### src/include/sbrs_pkg.sv
/*
 * Shared constants and types for the break / reset status block:
 * register indices, field positions, reset values, recovery counts.
 * Assumes a 32-bit APB slave with word-aligned registers.
 */
`default_nettype none

package sbrs_pkg;

  // APB geometry
  localparam int unsigned ADDR_W = 20;
  localparam int unsigned DATA_W = 32;
  localparam int unsigned REG_W = 8;

  // Register indices; byte address is four times the index
  localparam logic [15:0] IDX_OPTION_A = 16'h001f;
  localparam logic [15:0] IDX_BREAK_STATUS = 16'hfe00;
  localparam logic [15:0] IDX_RESET_SOURCE = 16'hfe01;
  localparam logic [15:0] IDX_BREAK_FLAG_CTRL = 16'hfe03;
  localparam logic [15:0] IDX_SEQ_STATUS = 16'hfe05;
  localparam logic [1:0] ADDR_LSB_ZERO = 2'h0;

  // Field positions
  localparam int unsigned BIT_STOPWAIT = 1;
  localparam int unsigned BIT_CLEAR_EN = 7;
  localparam int unsigned BIT_SHORT_REC = 0;
  localparam int unsigned BIT_POR = 7;
  localparam int unsigned BIT_PIN = 6;
  localparam int unsigned BIT_WDOG = 5;
  localparam int unsigned BIT_ILLEGAL_OPCODE_RESET_FLAG = 4;
  localparam int unsigned BIT_ILLEGAL_ADDRESS_RESET_FLAG = 3;
  localparam int unsigned BIT_LVI = 1;
  localparam int unsigned BIT_IN_STOP = 0;
  localparam int unsigned BIT_RECOVER = 1;

  // Reset values
  localparam logic [REG_W-1:0] RESET_SOURCE_RST = 8'h80;
  localparam logic [REG_W-1:0] REG_ZERO = 8'h00;

  // Stop recovery lengths in oscillator clock cycles
  localparam int unsigned REC_CNT_W = 13;
  localparam logic [REC_CNT_W-1:0] REC_LONG = 13'h1000;
  localparam logic [REC_CNT_W-1:0] REC_SHORT = 13'h0020;

  // Reset source event strobes, one cycle each
  typedef struct packed {
    logic pin;
    logic wdog;
    logic illegal_opcode_reset_flag;
    logic illegal_address_reset_flag;
    logic low_voltage_reset_flag;
  } sbrs_rst_src_t;

  // Low power sequencer states
  typedef enum logic [1:0] {
    SEQ_RUN,
    SEQ_STOP,
    SEQ_RECOVER
  } sbrs_seq_t;

endpackage : sbrs_pkg

`default_nettype wire

### src/hw/sbrs_recovery_counter.sv
/*
 * Stop recovery counter: held clear while stopped, then counts up
 * to a limit and pulses done once.
 * Assumes start is a one-cycle strobe and limit is stable meanwhile.
 */
`timescale 1ns/100ps
`default_nettype none

module sbrs_recovery_counter #(
  parameter int unsigned W = 13
) (
  input wire logic clk,
  input wire logic rst_n,
  input wire logic hold,
  input wire logic start,
  input wire logic [W-1:0] limit,
  output logic busy,
  output logic done
);

  logic [W-1:0] cnt_r; // Elapsed recovery cycles
  logic busy_r; // Counting in progress
  logic done_r; // Final cycle strobe
  logic last; // Count about to reach limit

  assign last = (cnt_r == W'(limit - W'(1)));
  assign busy = busy_r;
  assign done = done_r;

  // Counter held at zero while hold is high
  always_ff @(posedge clk or negedge rst_n) begin
    if (!rst_n) begin
      cnt_r <= '0;
      busy_r <= 1'b0;
      done_r <= 1'b0;
    end else if (hold) begin
      cnt_r <= '0;
      busy_r <= 1'b0;
      done_r <= 1'b0;
    end else if (start) begin
      cnt_r <= '0;
      busy_r <= 1'b1;
      done_r <= 1'b0;
    end else if (busy_r) begin
      cnt_r <= W'(cnt_r + W'(1));
      busy_r <= !last;
      done_r <= last;
    end else begin
      done_r <= 1'b0;
    end
  end

endmodule : sbrs_recovery_counter

`default_nettype wire

### src/hw/sbrs_top.sv
/*
 * Break status, reset source status and break flag control logic,
 * plus the stop recovery sequencer, behind an APB slave.
 * Assumes event inputs are synchronous one-cycle strobes on pclk and
 * that presetn is the power-on reset.
 * The short recovery option must stay put while a recovery is timed.
 * Other modules may clear their flags only while flag_clear_enable is high.
 */
// What this block does
// Break in stop sets stop/wait flag
// Counter held in stop, times recovery
// Crystal systems keep short recovery cleared
// Flag reads 1 after break wake
// Flag readable by break routine
// Break status works only in emulation
// Six reset source flags held
// Reading reset status clears all flags
// Power-on sets POR, clears others
// External pin reset sets its flag
// Watchdog reset sets its flag
// Illegal opcode reset sets its flag
// Illegal address fetch sets its flag
// Low voltage reset sets its flag
// Clear enable bit gates break clearing
// Software sets enable before break clears
// Recovery 4096 cycles, 32 when short
// Break in wait sets stop/wait flag
// Flags cleared in break stay cleared
// Read returns old flags, clear next
`timescale 1ns/100ps
`default_nettype none

module sbrs_top (
  input wire logic pclk,
  input wire logic presetn,
  input wire logic psel,
  input wire logic penable,
  input wire logic pwrite,
  input wire logic [sbrs_pkg::ADDR_W-1:0] paddr,
  input wire logic [sbrs_pkg::DATA_W-1:0] pwdata,
  output logic [sbrs_pkg::DATA_W-1:0] prdata,
  output logic pready,
  output logic pslverr,
  input wire logic stop_exec,
  input wire logic wake_req,
  input wire logic break_irq,
  input wire logic break_state,
  input wire logic wait_mode,
  input wire logic emulation_mode,
  input wire sbrs_pkg::sbrs_rst_src_t rst_src_evt,
  output logic clocks_stopped,
  output logic recovery_active,
  output logic recovery_done,
  output logic flag_clear_enable
);
  import sbrs_pkg::*;

  ////////////////////////////////////////////////////////////////////
  // Declarations

  logic [REG_W-1:0] option_a_r; // Option register
  logic [REG_W-1:0] break_status_r; // Break status register
  logic [REG_W-1:0] reset_source_r; // Reset source flags
  logic [REG_W-1:0] break_ctrl_r; // Break flag control register
  logic [DATA_W-1:0] prdata_r; // Registered read data
  logic pready_r; // Registered ready
  logic pslverr_r; // Registered error
  logic clear_en_r; // Break clear permission out
  logic clocks_stopped_r; // Stop state out
  logic recovery_active_r; // Recovery state out
  logic recovery_done_r; // Recovery end pulse out
  sbrs_seq_t seq_r; // Sequencer state
  sbrs_seq_t seq_nxt; // Sequencer next state

  logic setup; // APB setup phase
  logic access_done; // APB completion edge
  logic wr_done; // Completed write
  logic rd_done; // Completed read
  logic [15:0] idx; // Word index of address
  logic aligned; // Low address bits zero
  logic addr_hi_ok; // No bits above index
  logic hit_opt; // Option register decode
  logic hit_bsr; // Break status decode
  logic hit_rsr; // Reset source decode
  logic hit_bfc; // Break flag control decode
  logic hit_seq; // Sequencer status decode
  logic mapped; // Any register decoded
  logic [REG_W-1:0] rd_mux; // Read data selection
  logic [REG_W-1:0] seq_status; // Live sequencer status
  logic [REG_W-1:0] src_set; // Reset source set vector
  logic rec_start; // Recovery begins
  logic [REC_CNT_W-1:0] rec_limit; // Selected recovery length
  logic rec_busy; // Counter running
  logic rec_done; // Counter finished
  logic stopwait_set; // Break wake condition
  logic rec_hold; // Counter kept clear

  ////////////////////////////////////////////////////////////////////
  // APB decode

  // Setup and completion edges of a transfer
  assign setup = psel && !penable;
  assign access_done = psel && penable && pready_r;
  assign wr_done = access_done && pwrite;
  assign rd_done = access_done && !pwrite;
  assign idx = paddr[17:2];
  assign aligned = (paddr[1:0] == ADDR_LSB_ZERO);
  assign addr_hi_ok = (paddr[ADDR_W-1:18] == '0);

  // Word decode; misaligned or out of range addresses miss
  assign hit_opt = aligned && addr_hi_ok && (idx == IDX_OPTION_A);
  assign hit_bsr = aligned && addr_hi_ok && (idx == IDX_BREAK_STATUS);
  assign hit_rsr = aligned && addr_hi_ok && (idx == IDX_RESET_SOURCE);
  assign hit_bfc = aligned && addr_hi_ok &&
                   (idx == IDX_BREAK_FLAG_CTRL);
  assign hit_seq = aligned && addr_hi_ok && (idx == IDX_SEQ_STATUS);
  assign mapped = hit_opt || hit_bsr || hit_rsr || hit_bfc || hit_seq;

  // Live sequencer state for software
  always_comb begin
    seq_status = REG_ZERO;
    seq_status[BIT_IN_STOP] = (seq_r == SEQ_STOP);
    seq_status[BIT_RECOVER] = (seq_r == SEQ_RECOVER);
  end

  // Read data selection, unmapped reads as zero
  always_comb begin
    rd_mux = REG_ZERO;
    if (hit_opt) begin
      rd_mux = option_a_r;
    end else if (hit_bsr) begin
      rd_mux = break_status_r;
    end else if (hit_rsr) begin
      rd_mux = reset_source_r;
    end else if (hit_bfc) begin
      rd_mux = break_ctrl_r;
    end else if (hit_seq) begin
      rd_mux = seq_status;
    end
  end

  ////////////////////////////////////////////////////////////////////
  // APB answer: one access cycle, no wait state

  // Ready rises for the access cycle after each setup cycle
  always_ff @(posedge pclk or negedge presetn) begin
    if (!presetn) begin
      pready_r <= 1'b0;
    end else begin
      // No wait state: ready always follows setup by one edge
      pready_r <= setup;
    end
  end

  // Read data and error captured in the setup cycle
  always_ff @(posedge pclk or negedge presetn) begin
    if (!presetn) begin
      prdata_r <= '0;
      pslverr_r <= 1'b0;
    end else if (setup) begin
      // Captured before any read clear lands
      prdata_r <= pwrite ? '0 : DATA_W'(rd_mux);
      pslverr_r <= !mapped;
    end else if (access_done) begin
      // Data stands for the access cycle only
      prdata_r <= '0;
      pslverr_r <= 1'b0;
    end
  end

  assign prdata = prdata_r;
  assign pready = pready_r;
  assign pslverr = pslverr_r;

  ////////////////////////////////////////////////////////////////////
  // Software writable control

  // Option register holds the short recovery choice
  always_ff @(posedge pclk or negedge presetn) begin
    if (!presetn) begin
      option_a_r <= REG_ZERO;
    end else if (wr_done && hit_opt) begin
      // Only the short recovery bit is kept
      option_a_r <= REG_ZERO;
      option_a_r[BIT_SHORT_REC] <= pwdata[BIT_SHORT_REC];
    end
  end

  // Break flag control holds the clear enable bit
  always_ff @(posedge pclk or negedge presetn) begin
    if (!presetn) begin
      break_ctrl_r <= REG_ZERO;
    end else if (wr_done && hit_bfc) begin
      // Only the clear enable bit is kept
      break_ctrl_r <= REG_ZERO;
      break_ctrl_r[BIT_CLEAR_EN] <= pwdata[BIT_CLEAR_EN];
    end
  end

  // Permission to clear other modules' flags while in break
  always_ff @(posedge pclk or negedge presetn) begin
    if (!presetn) begin
      // Clearing is free until break says otherwise
      clear_en_r <= 1'b1;
    end else begin
      // Outside break clearing is free; inside it needs the enable
      clear_en_r <= !break_state ||
                    break_ctrl_r[BIT_CLEAR_EN];
    end
  end

  assign flag_clear_enable = clear_en_r;

  ////////////////////////////////////////////////////////////////////
  // Break status

  // Break wakes from stop or wait, emulation only
  assign stopwait_set = emulation_mode && break_irq &&
                        ((seq_r == SEQ_STOP) || wait_mode);

  // Stop/wait flag: set wins over a software write of zero
  always_ff @(posedge pclk or negedge presetn) begin
    if (!presetn) begin
      break_status_r <= REG_ZERO;
    end else if (!emulation_mode) begin
      // Nothing is kept outside emulation
      break_status_r <= REG_ZERO;
    end else if (stopwait_set) begin
      // Set wins over a clear in the same cycle
      break_status_r[BIT_STOPWAIT] <= 1'b1;
    end else if (wr_done && hit_bsr && !pwdata[BIT_STOPWAIT]) begin
      break_status_r[BIT_STOPWAIT] <= 1'b0;
    end
  end

  ////////////////////////////////////////////////////////////////////
  // Reset source status

  // Map reset source strobes onto flag positions
  always_comb begin
    src_set = REG_ZERO;
    src_set[BIT_PIN] = rst_src_evt.pin;
    src_set[BIT_WDOG] = rst_src_evt.wdog;
    src_set[BIT_ILLEGAL_OPCODE_RESET_FLAG] = rst_src_evt.illegal_opcode_reset_flag;
    src_set[BIT_ILLEGAL_ADDRESS_RESET_FLAG] = rst_src_evt.illegal_address_reset_flag;
    src_set[BIT_LVI] = rst_src_evt.low_voltage_reset_flag;
  end

  // Six source flags, cleared by read, new events win
  always_ff @(posedge pclk or negedge presetn) begin
    if (!presetn) begin
      // Power-on leaves only its own flag
      reset_source_r <= RESET_SOURCE_RST;
    end else if (rd_done && hit_rsr) begin
      // Read completion clears; a strobe on this edge survives
      reset_source_r <= src_set;
    end else begin
      // Sources accumulate until software reads them
      reset_source_r <= reset_source_r | src_set;
    end
  end

  ////////////////////////////////////////////////////////////////////
  // Stop mode sequencer

  // Recovery length from the short recovery option
  assign rec_limit = option_a_r[BIT_SHORT_REC] ? REC_SHORT
                                                : REC_LONG;
  assign rec_start = (seq_r == SEQ_STOP) &&
                     (wake_req || break_irq);

  // Counter kept clear from stop execution until the wake edge
  assign rec_hold = (seq_r == SEQ_STOP) && !rec_start;

  // Next state of the stop sequencer
  always_comb begin
    seq_nxt = seq_r;
    case (seq_r)
      SEQ_RUN: begin
        // Stop instruction enters stop
        if (stop_exec) begin
          seq_nxt = SEQ_STOP;
        end
      end
      SEQ_STOP: begin
        // Interrupt, break or reset request wakes
        if (rec_start) begin
          seq_nxt = SEQ_RECOVER;
        end
      end
      SEQ_RECOVER: begin
        // Counter end returns to run
        if (rec_done) begin
          seq_nxt = SEQ_RUN;
        end
      end
      default: begin
        // Unused code falls back to run
        seq_nxt = SEQ_RUN;
      end
    endcase
  end

  // Sequencer state register
  always_ff @(posedge pclk or negedge presetn) begin
    if (!presetn) begin
      seq_r <= SEQ_RUN;
    end else begin
      seq_r <= seq_nxt;
    end
  end

  // Counter cleared from stop execution until recovery starts
  sbrs_recovery_counter #(
    .W(REC_CNT_W)
  ) u_rec_cnt (
    .clk(pclk),
    .rst_n(presetn),
    .hold(rec_hold),
    .start(rec_start),
    .limit(rec_limit),
    .busy(rec_busy),
    .done(rec_done)
  );

  // Registered sequencer outputs
  always_ff @(posedge pclk or negedge presetn) begin
    if (!presetn) begin
      clocks_stopped_r <= 1'b0;
      recovery_active_r <= 1'b0;
      recovery_done_r <= 1'b0;
    end else begin
      // clocks_stopped and recovery_active taken from next state so they line up with seq_r
      clocks_stopped_r <= (seq_nxt == SEQ_STOP);
      recovery_active_r <= (seq_nxt == SEQ_RECOVER) || rec_busy;
      recovery_done_r <= rec_done;
    end
  end

  assign clocks_stopped = clocks_stopped_r;
  assign recovery_active = recovery_active_r;
  assign recovery_done = recovery_done_r;

endmodule : sbrs_top

`default_nettype wire

### config.mk
export PLATFORM = sky130hd
export DESIGN_NAME = sbrs_top
export DESIGN_NICKNAME = d
export VERILOG_FILES = /design/src/include/sbrs_pkg.sv /design/src/hw/sbrs_recovery_counter.sv /design/src/hw/sbrs_top.sv
export SDC_FILE = /design/constraint.sdc
export NUM_CORES = 1
export LEC_CHECK = 0
export ABC_AREA = 1
export CORE_MARGIN = 4
export CORE_UTILIZATION = 30
export DETAILED_ROUTE_END_ITERATION = 7
export DONT_BUFFER_PORTS = 1
export PLACE_DENSITY_LB_ADDON = 0.1
export SYNTH_ARGS = -nofsm -noshare
export SYNTH_HDL_FRONTEND = slang
export SYNTH_HIERARCHICAL = 1
export SYNTH_SLANG_ARGS = --single-unit
### constraint.sdc
create_clock -name pclk -period 2 [get_ports pclk]
set_input_delay 0.1 -clock pclk [delete_from_list [all_inputs] [get_ports pclk]]
set_output_delay 0.1 -clock pclk [all_outputs]
set_load 0.05 [all_outputs]
# After elaboration in Yosys (flattened, before gate mapping)
# Index checks and enable logic that the tools add are counted.
classes:
  n_bitwise: 1
  muxes: 28
  order_cmp: 0
  reduce_logical: 40
  eq_ne: 11
  shift: 0
  mul: 0
  add_sub_neg: 2
  div_mod_pow: 0
op_table:
  columns: ["op", "count"]
  rows:
  - ["16-bit == test, second input constant", 4]
  - ["32-bit two-way mux", 2]
  - ["13-bit two-way mux", 4]
  - ["8-bit two-way mux", 6]
  - ["1-bit logical AND", 20]
  - ["16-bit by 5-bit == test with 1-bit output, second input constant", 1]
  - ["13-bit by 1-bit adder with 13-bit output, second input constant", 1]
  - ["13-bit == test", 1]
  - ["13-bit by 1-bit subtractor with 13-bit output, second input constant", 1]
  - ["1-bit two-way mux", 11]
  - ["1-bit logical OR", 8]
  - ["2-bit two-way mux", 4]
  - ["8-bit by 7-bit OR with 8-bit output", 1]
  - ["1-bit logical NOT", 7]
  - ["2-bit logical NOT", 3]
  - ["2-bit one-hot mux with 3 select lines", 1]
  - ["2-bit by 1-bit == test with 1-bit output, second input constant", 2]
  - ["2-bit == test, second input constant", 2]
  - ["3-bit by 1-bit != test with 1-bit output, second input constant", 1]
  - ["3-bit nonzero test", 1]
  - ["2-bit nonzero test", 1]
totals:
  mem_bits_ro: 0
  memories: 0
  ramBits: 0
  elab_cells: 97
  register_bits: 66
  latch_bits: 0

# Longest topological paths before layout
logic_depth:
  depth_word: 10
  depth_mapped: 14
  mapped_depth_nobuf: 14

# By module
# The synthesis kept the hierarchy.
modules_own_cells:
  columns: ["module", "area_each_um2", "n_inst", "cells_each"]
  rows:
  - ["sbrs_top", 1562.7, 1, 210]
  - ["sbrs_recovery_counter", 1206.2, 1, 189]

# Least setup slack after synthesis
# OpenSTA, ideal clock, no wires.
synth_timing:
  path_type: "register to register"
  from: "register u_rec_cnt.cnt_r[0]"
  to: "register u_rec_cnt.cnt_r[12]"
  stages_incl_launch_ff: 11
  path_slack_ns: 0.576
  arrival_time_ns: 1.359
  required_ns: 1.936
  cell_sequence: "dfrtp_1 ha_1 nand2_1 inv_2 nand2_2 nor3_4 nand2_2 nor2_4 nand3_1 a21oi_1 o21a_1"
synth_via:
  elab_chain_cells: 4
synth_rtl:
  columns: ["element", "line", "source"]
  rows:
  - ["from (decl)", "sbrs_recovery_counter.sv:21", "logic [W-1:0] cnt_r;"]
  - ["from (signal assigned)", "sbrs_recovery_counter.sv:45", "cnt_r <= W'(cnt_r + W'(1));"]
  - ["13-bit by 1-bit adder with 13-bit output", "sbrs_recovery_counter.sv:45", null]
  - ["13-bit two-way mux", "sbrs_recovery_counter.sv:44", "end else if (busy_r) begin"]
  - ["13-bit two-way mux", "sbrs_recovery_counter.sv:40", "end else if (start) begin"]
  - ["13-bit two-way mux", "sbrs_recovery_counter.sv:36", "end else if (hold) begin"]
# No other way between the ends. The select of a mux whose other input is x is not followed.
# A chain may end at the register's enable or synchronous reset.

# Worst setup path in the final report
layout_timing:
  from: "register pready_r, in the netlist pready"
  to: "register break_status_r[1]"
layout_via:
  elab_chain_cells: 5
layout_rtl:
  columns: ["element", "line", "source"]
  rows:
  - ["from (decl)", "sbrs_top.sv:66", "logic pready_r;"]
  - ["from (signal assigned)", "sbrs_top.sv:151", "pready_r <= setup;"]
  - ["1-bit logical AND", "sbrs_top.sv:103", "assign access_done = psel && penable && pready_r;"]
  - ["1-bit logical AND", "sbrs_top.sv:104", "assign wr_done = access_done && pwrite;"]
  - ["1-bit logical AND (2 in a row)", "sbrs_top.sv:231", "end else if (wr_done && hit_bsr && !pwdata[BIT_STOPWAIT]) begin"]
  - ["3-bit by 1-bit != test with 1-bit output (no source line)", null, null]
  - ["to (signal assigned)", "sbrs_top.sv:227", "break_status_r <= REG_ZERO;"]
  - ["to (signal, indexed assignment)", "sbrs_top.sv:230", "break_status_r[BIT_STOPWAIT] <= 1'b1;"]
  - ["to (signal, indexed assignment)", "sbrs_top.sv:232", "break_status_r[BIT_STOPWAIT] <= 1'b0;"]
  - ["to (decl)", "sbrs_top.sv:62", "logic [REG_W-1:0] break_status_r;"]
# No other way between the ends.

==> impl_metrics.py <==
metrics = {
    "setup_path": {
        "worstPathRequired_ps": 2170,
        "endpoint_kind": "register",
        "worstReg2RegStart": "pready",
        "path_class": "reg -> reg",
        "r2r-end": "break_status_r[1]",
        "cp_data_arrival_time_ps": 2000,
        "reg2reg_depth": 8,
        "r2r_slack_ps": 170,
        "cp_max_fo": 5,
        "cp-start-kind": "register",
    },
    "timing": {
        "rsz0062_at_grt": "false",
        "fmax_mhz": 546.6,
        "fin_skew_ps": 2.791,
        "worst_pin_slew_ps": 652.6,
        "slew_viol_final": 0,
        "setup_viol": 0,
        "worst_slack_ps": 170.7,
        "holdWs_ps": 58.62,
        "period_needed_ps": 1829,
        "setup_tns_ps": 0,
        "slew-limit-headroom_pct": 56.33,
        "finalHoldViolCount": 0,
        "fin_crit_sh_pct": 91.47,
    },
    "clock_tree": {
        "cts_buffer_depth": 2,
        "clk_latency_ps": 280,
        "clock-sinks": 40,
        "postCtsSetupRepairBufs": 0,
        "cts_tree": "yes",
        "cts.clk_slew.worst_paths_ps": 80,
        "root_buffer": "clkbuf_8",
        "cts_made_buffers": 5,
        "htree_levels": 2,
    },
    "layout": {
        "fillers": 968,
        "mostFrequentLayoutCells": "nand2_1, inv_1, nor2_1",
        "insertedDiodeCount": 0,
        "syn_to_final_growth_pct": 15.00,
        "mostFrequentLayoutCell": "nand2_1",
        "finalNetCount": 523,
        "drive_above_1_share_pct": 9.492,
    },
    "detailed_routing": {
        "drc": 0,
        "via_count": 2321,
        "routedWlPerCell_um": 10.75,
        "wl_mm": 6.032,
        "firstDrtPassIters": 4,
        "route.antenna.remaining_nets": 0,
        "drt_iter0_drc": 61,
        "vias_per_cell": 4.137,
    },
    "yosys": {
        "synth_area_per_cell_sq_um": 6.940,
        "synthCells": 399,
        "ys_warn_count": 6,
        "ys_ff_latch": 40,
        "synth_cell_types": 40,
        "synthesis.area_sq_mm": 0.002769,
        "yosysSeqAreaShare_pct": 36.24,
    },
    "floorplanning": {
        "num_rows": 34,
        "die_h_um": 104.1,
        "die_area_sq_mm": 0.01083,
        "core_area_sq_mm": 0.008848,
        "initial_core_util_pct": 31.29,
        "io_pins": 106,
        "fp.dieW_um": 104.1,
    },
    "global_route": {
        "grt_pass1_vias": 2261,
        "antenna_found_initial": 0,
        "grt_overflow": 0,
        "grt_max_degree": 41,
        "grt_pass1_wl_mm": 10.43,
        "grt_usage_pct": 11.54,
    },
    "worst_hold_path": {
        "min_to": "prdata[2]",
        "hold_depth": 2,
        "min_from": "psel",
        "holdCritPathClass": "in -> reg",
    },
    "place": {
        "portBuffers": 0,
        "pre_cts_slack_ps": 300.0,
        "hpwl_mm": 4.915,
        "globalplace.congestion": 0.7659,
    },
    "power": {
        "p_sw_w": 0.0008263,
        "p_sw_share_pct": 38.39,
        "p_int_w": 0.001326,
        "powerDensity_mw_per_mm2": 676.0,
        "irDropWorstVdd_mv": 0.3980,
        "power_frac_clock_pct": 23.9,
        "pwr-share-seq_pct": 49.0,
        "leakagePower_nw": 1.721,
        "combPwrFrac_pct": 27.1,
        "totalPowerFinal_w": 0.002152,
    },
    "run": {
        "max_cap_viol_count": 0,
    },
    "status": {
        "status": "complete, no violations",
    },
}
power groups by stage:
stage                     logic, W  clock network [W]  registers (W)
after floorplan           0.000488                  0        0.00105
after global placement    0.000535                  0        0.00107
after detailed placement  0.000538                  0        0.00107
after CTS                 0.000587           0.000550        0.00106
after global routing      0.000675           0.000581        0.00107
final                     0.000584           0.000515        0.00105
critical path, cell delays in order, from the launching register on:
cell and delay [ps]:
dfrtp_1 350, nand2_1 70, nor2_1 190, nand2_1 180, nor2_1 120, nand4_1 110, nand2_1 100, a21oi_1 50
dlygate4sd3_1 550
cell usage after synthesis, drive strengths merged:
library cell | count | area share (%)
a21oi | 9 | 1.8
o21a | 1 | 0.27
dfrtp | 38 | 34
nand2 | 105 | 15
a221oi | 1 | 0.32
o31ai | 1 | 0.27
nand4 | 8 | 2.0
o21bai | 5 | 1.4
clkbuf | 1 | 0.14
conb | 1 | 0.14
o221ai | 1 | 0.32
nor3 | 9 | 2.2
nand3b | 4 | 1.2
ha | 2 | 0.90
dfstp | 2 | 1.9
o21ai | 10 | 1.8
and3 | 1 | 0.23
a31o | 2 | 0.63
o211a | 1 | 0.36
xor2 | 4 | 1.3
nor2 | 71 | 11
buf | 26 | 7.1
inv | 61 | 8.3
or2 | 4 | 0.90
nand3 | 27 | 5.1
xnor2 | 4 | 1.3
worst max path at each step:
stage	cells past startpoint	from	to
after floorplan	10	u_rec_cnt/cnt_r[0]	u_rec_cnt/cnt_r[12]
after global placement	9	option_a_r[0]	u_rec_cnt/busy
after detailed placement	9	option_a_r[0]	u_rec_cnt/busy
after CTS	8	pready	break_status_r[1]
after global routing	8	pready	break_status_r[1]
final	8	pready	break_status_r[1]
per-layer routing:
metal | GRT usage [%] | share of wire (%) | vias to the layer above
met5 | 0 | 0 | -
met4 | 2.564 | 0.98 | 0
met3 | 2.980 | 5.7 | 6
met2 | 21.22 | 52 | 46
met1 | 13.38 | 42 | 1004
li1 | - | - | 1265
cell families (layout without fill, tap and decap cells):
logic type      after synthesis  after routing  synth area share [%]
buf+inv                      88             87                 15.50
other cells                   1             56                0.1354
xor+xnor                      8              8                 2.530
flops                        40             40                 36.24
compound gates               31             31                 7.095
simple gates                229            229                 37.60
fa+ha+maj                     2              2                0.9036
layout make-up:
| cell class | instances | area, sq um | area share (%) |
|---|---|---|---|
| Clock buffer | 5 | 68.82 | 2.161 |
| Clock inverter | 2 | 12.51 | 0.3929 |
| Inverter | 61 | 229.0 | 7.191 |
| Multi-Input combinational cell | 326 | 1543 | 48.45 |
| Sequential cell | 40 | 1003 | 31.51 |
| Tap cell | 108 | 135.1 | 4.244 |
| Timing Repair Buffer | 19 | 192.7 | 6.051 |
registers in the layout, summed over array words and instances (netlist names), 2 cells and up:
name / flops
u_rec_cnt/cnt_r: 13
prdata: 8
reset_source_r: 6
seq_r: 2
per-stage QoR:
stage          instances  util (%)  area, sq um
6_report             561     35.99         3184
5_1_grt              561     35.99         3184
4_1_cts              561     35.99         3184
3_5_place_dp         538     33.14         2933
3_3_place_gp         538     33.14         2933
2_1_floorplan        454         -         2975
what timing repair did:
action,in CTS,in global routing
resized for setup,0,0
hold buffers,16,0
hold endpoints to repair,53,0
Note: power is estimated with default switching activity, not from simulation.
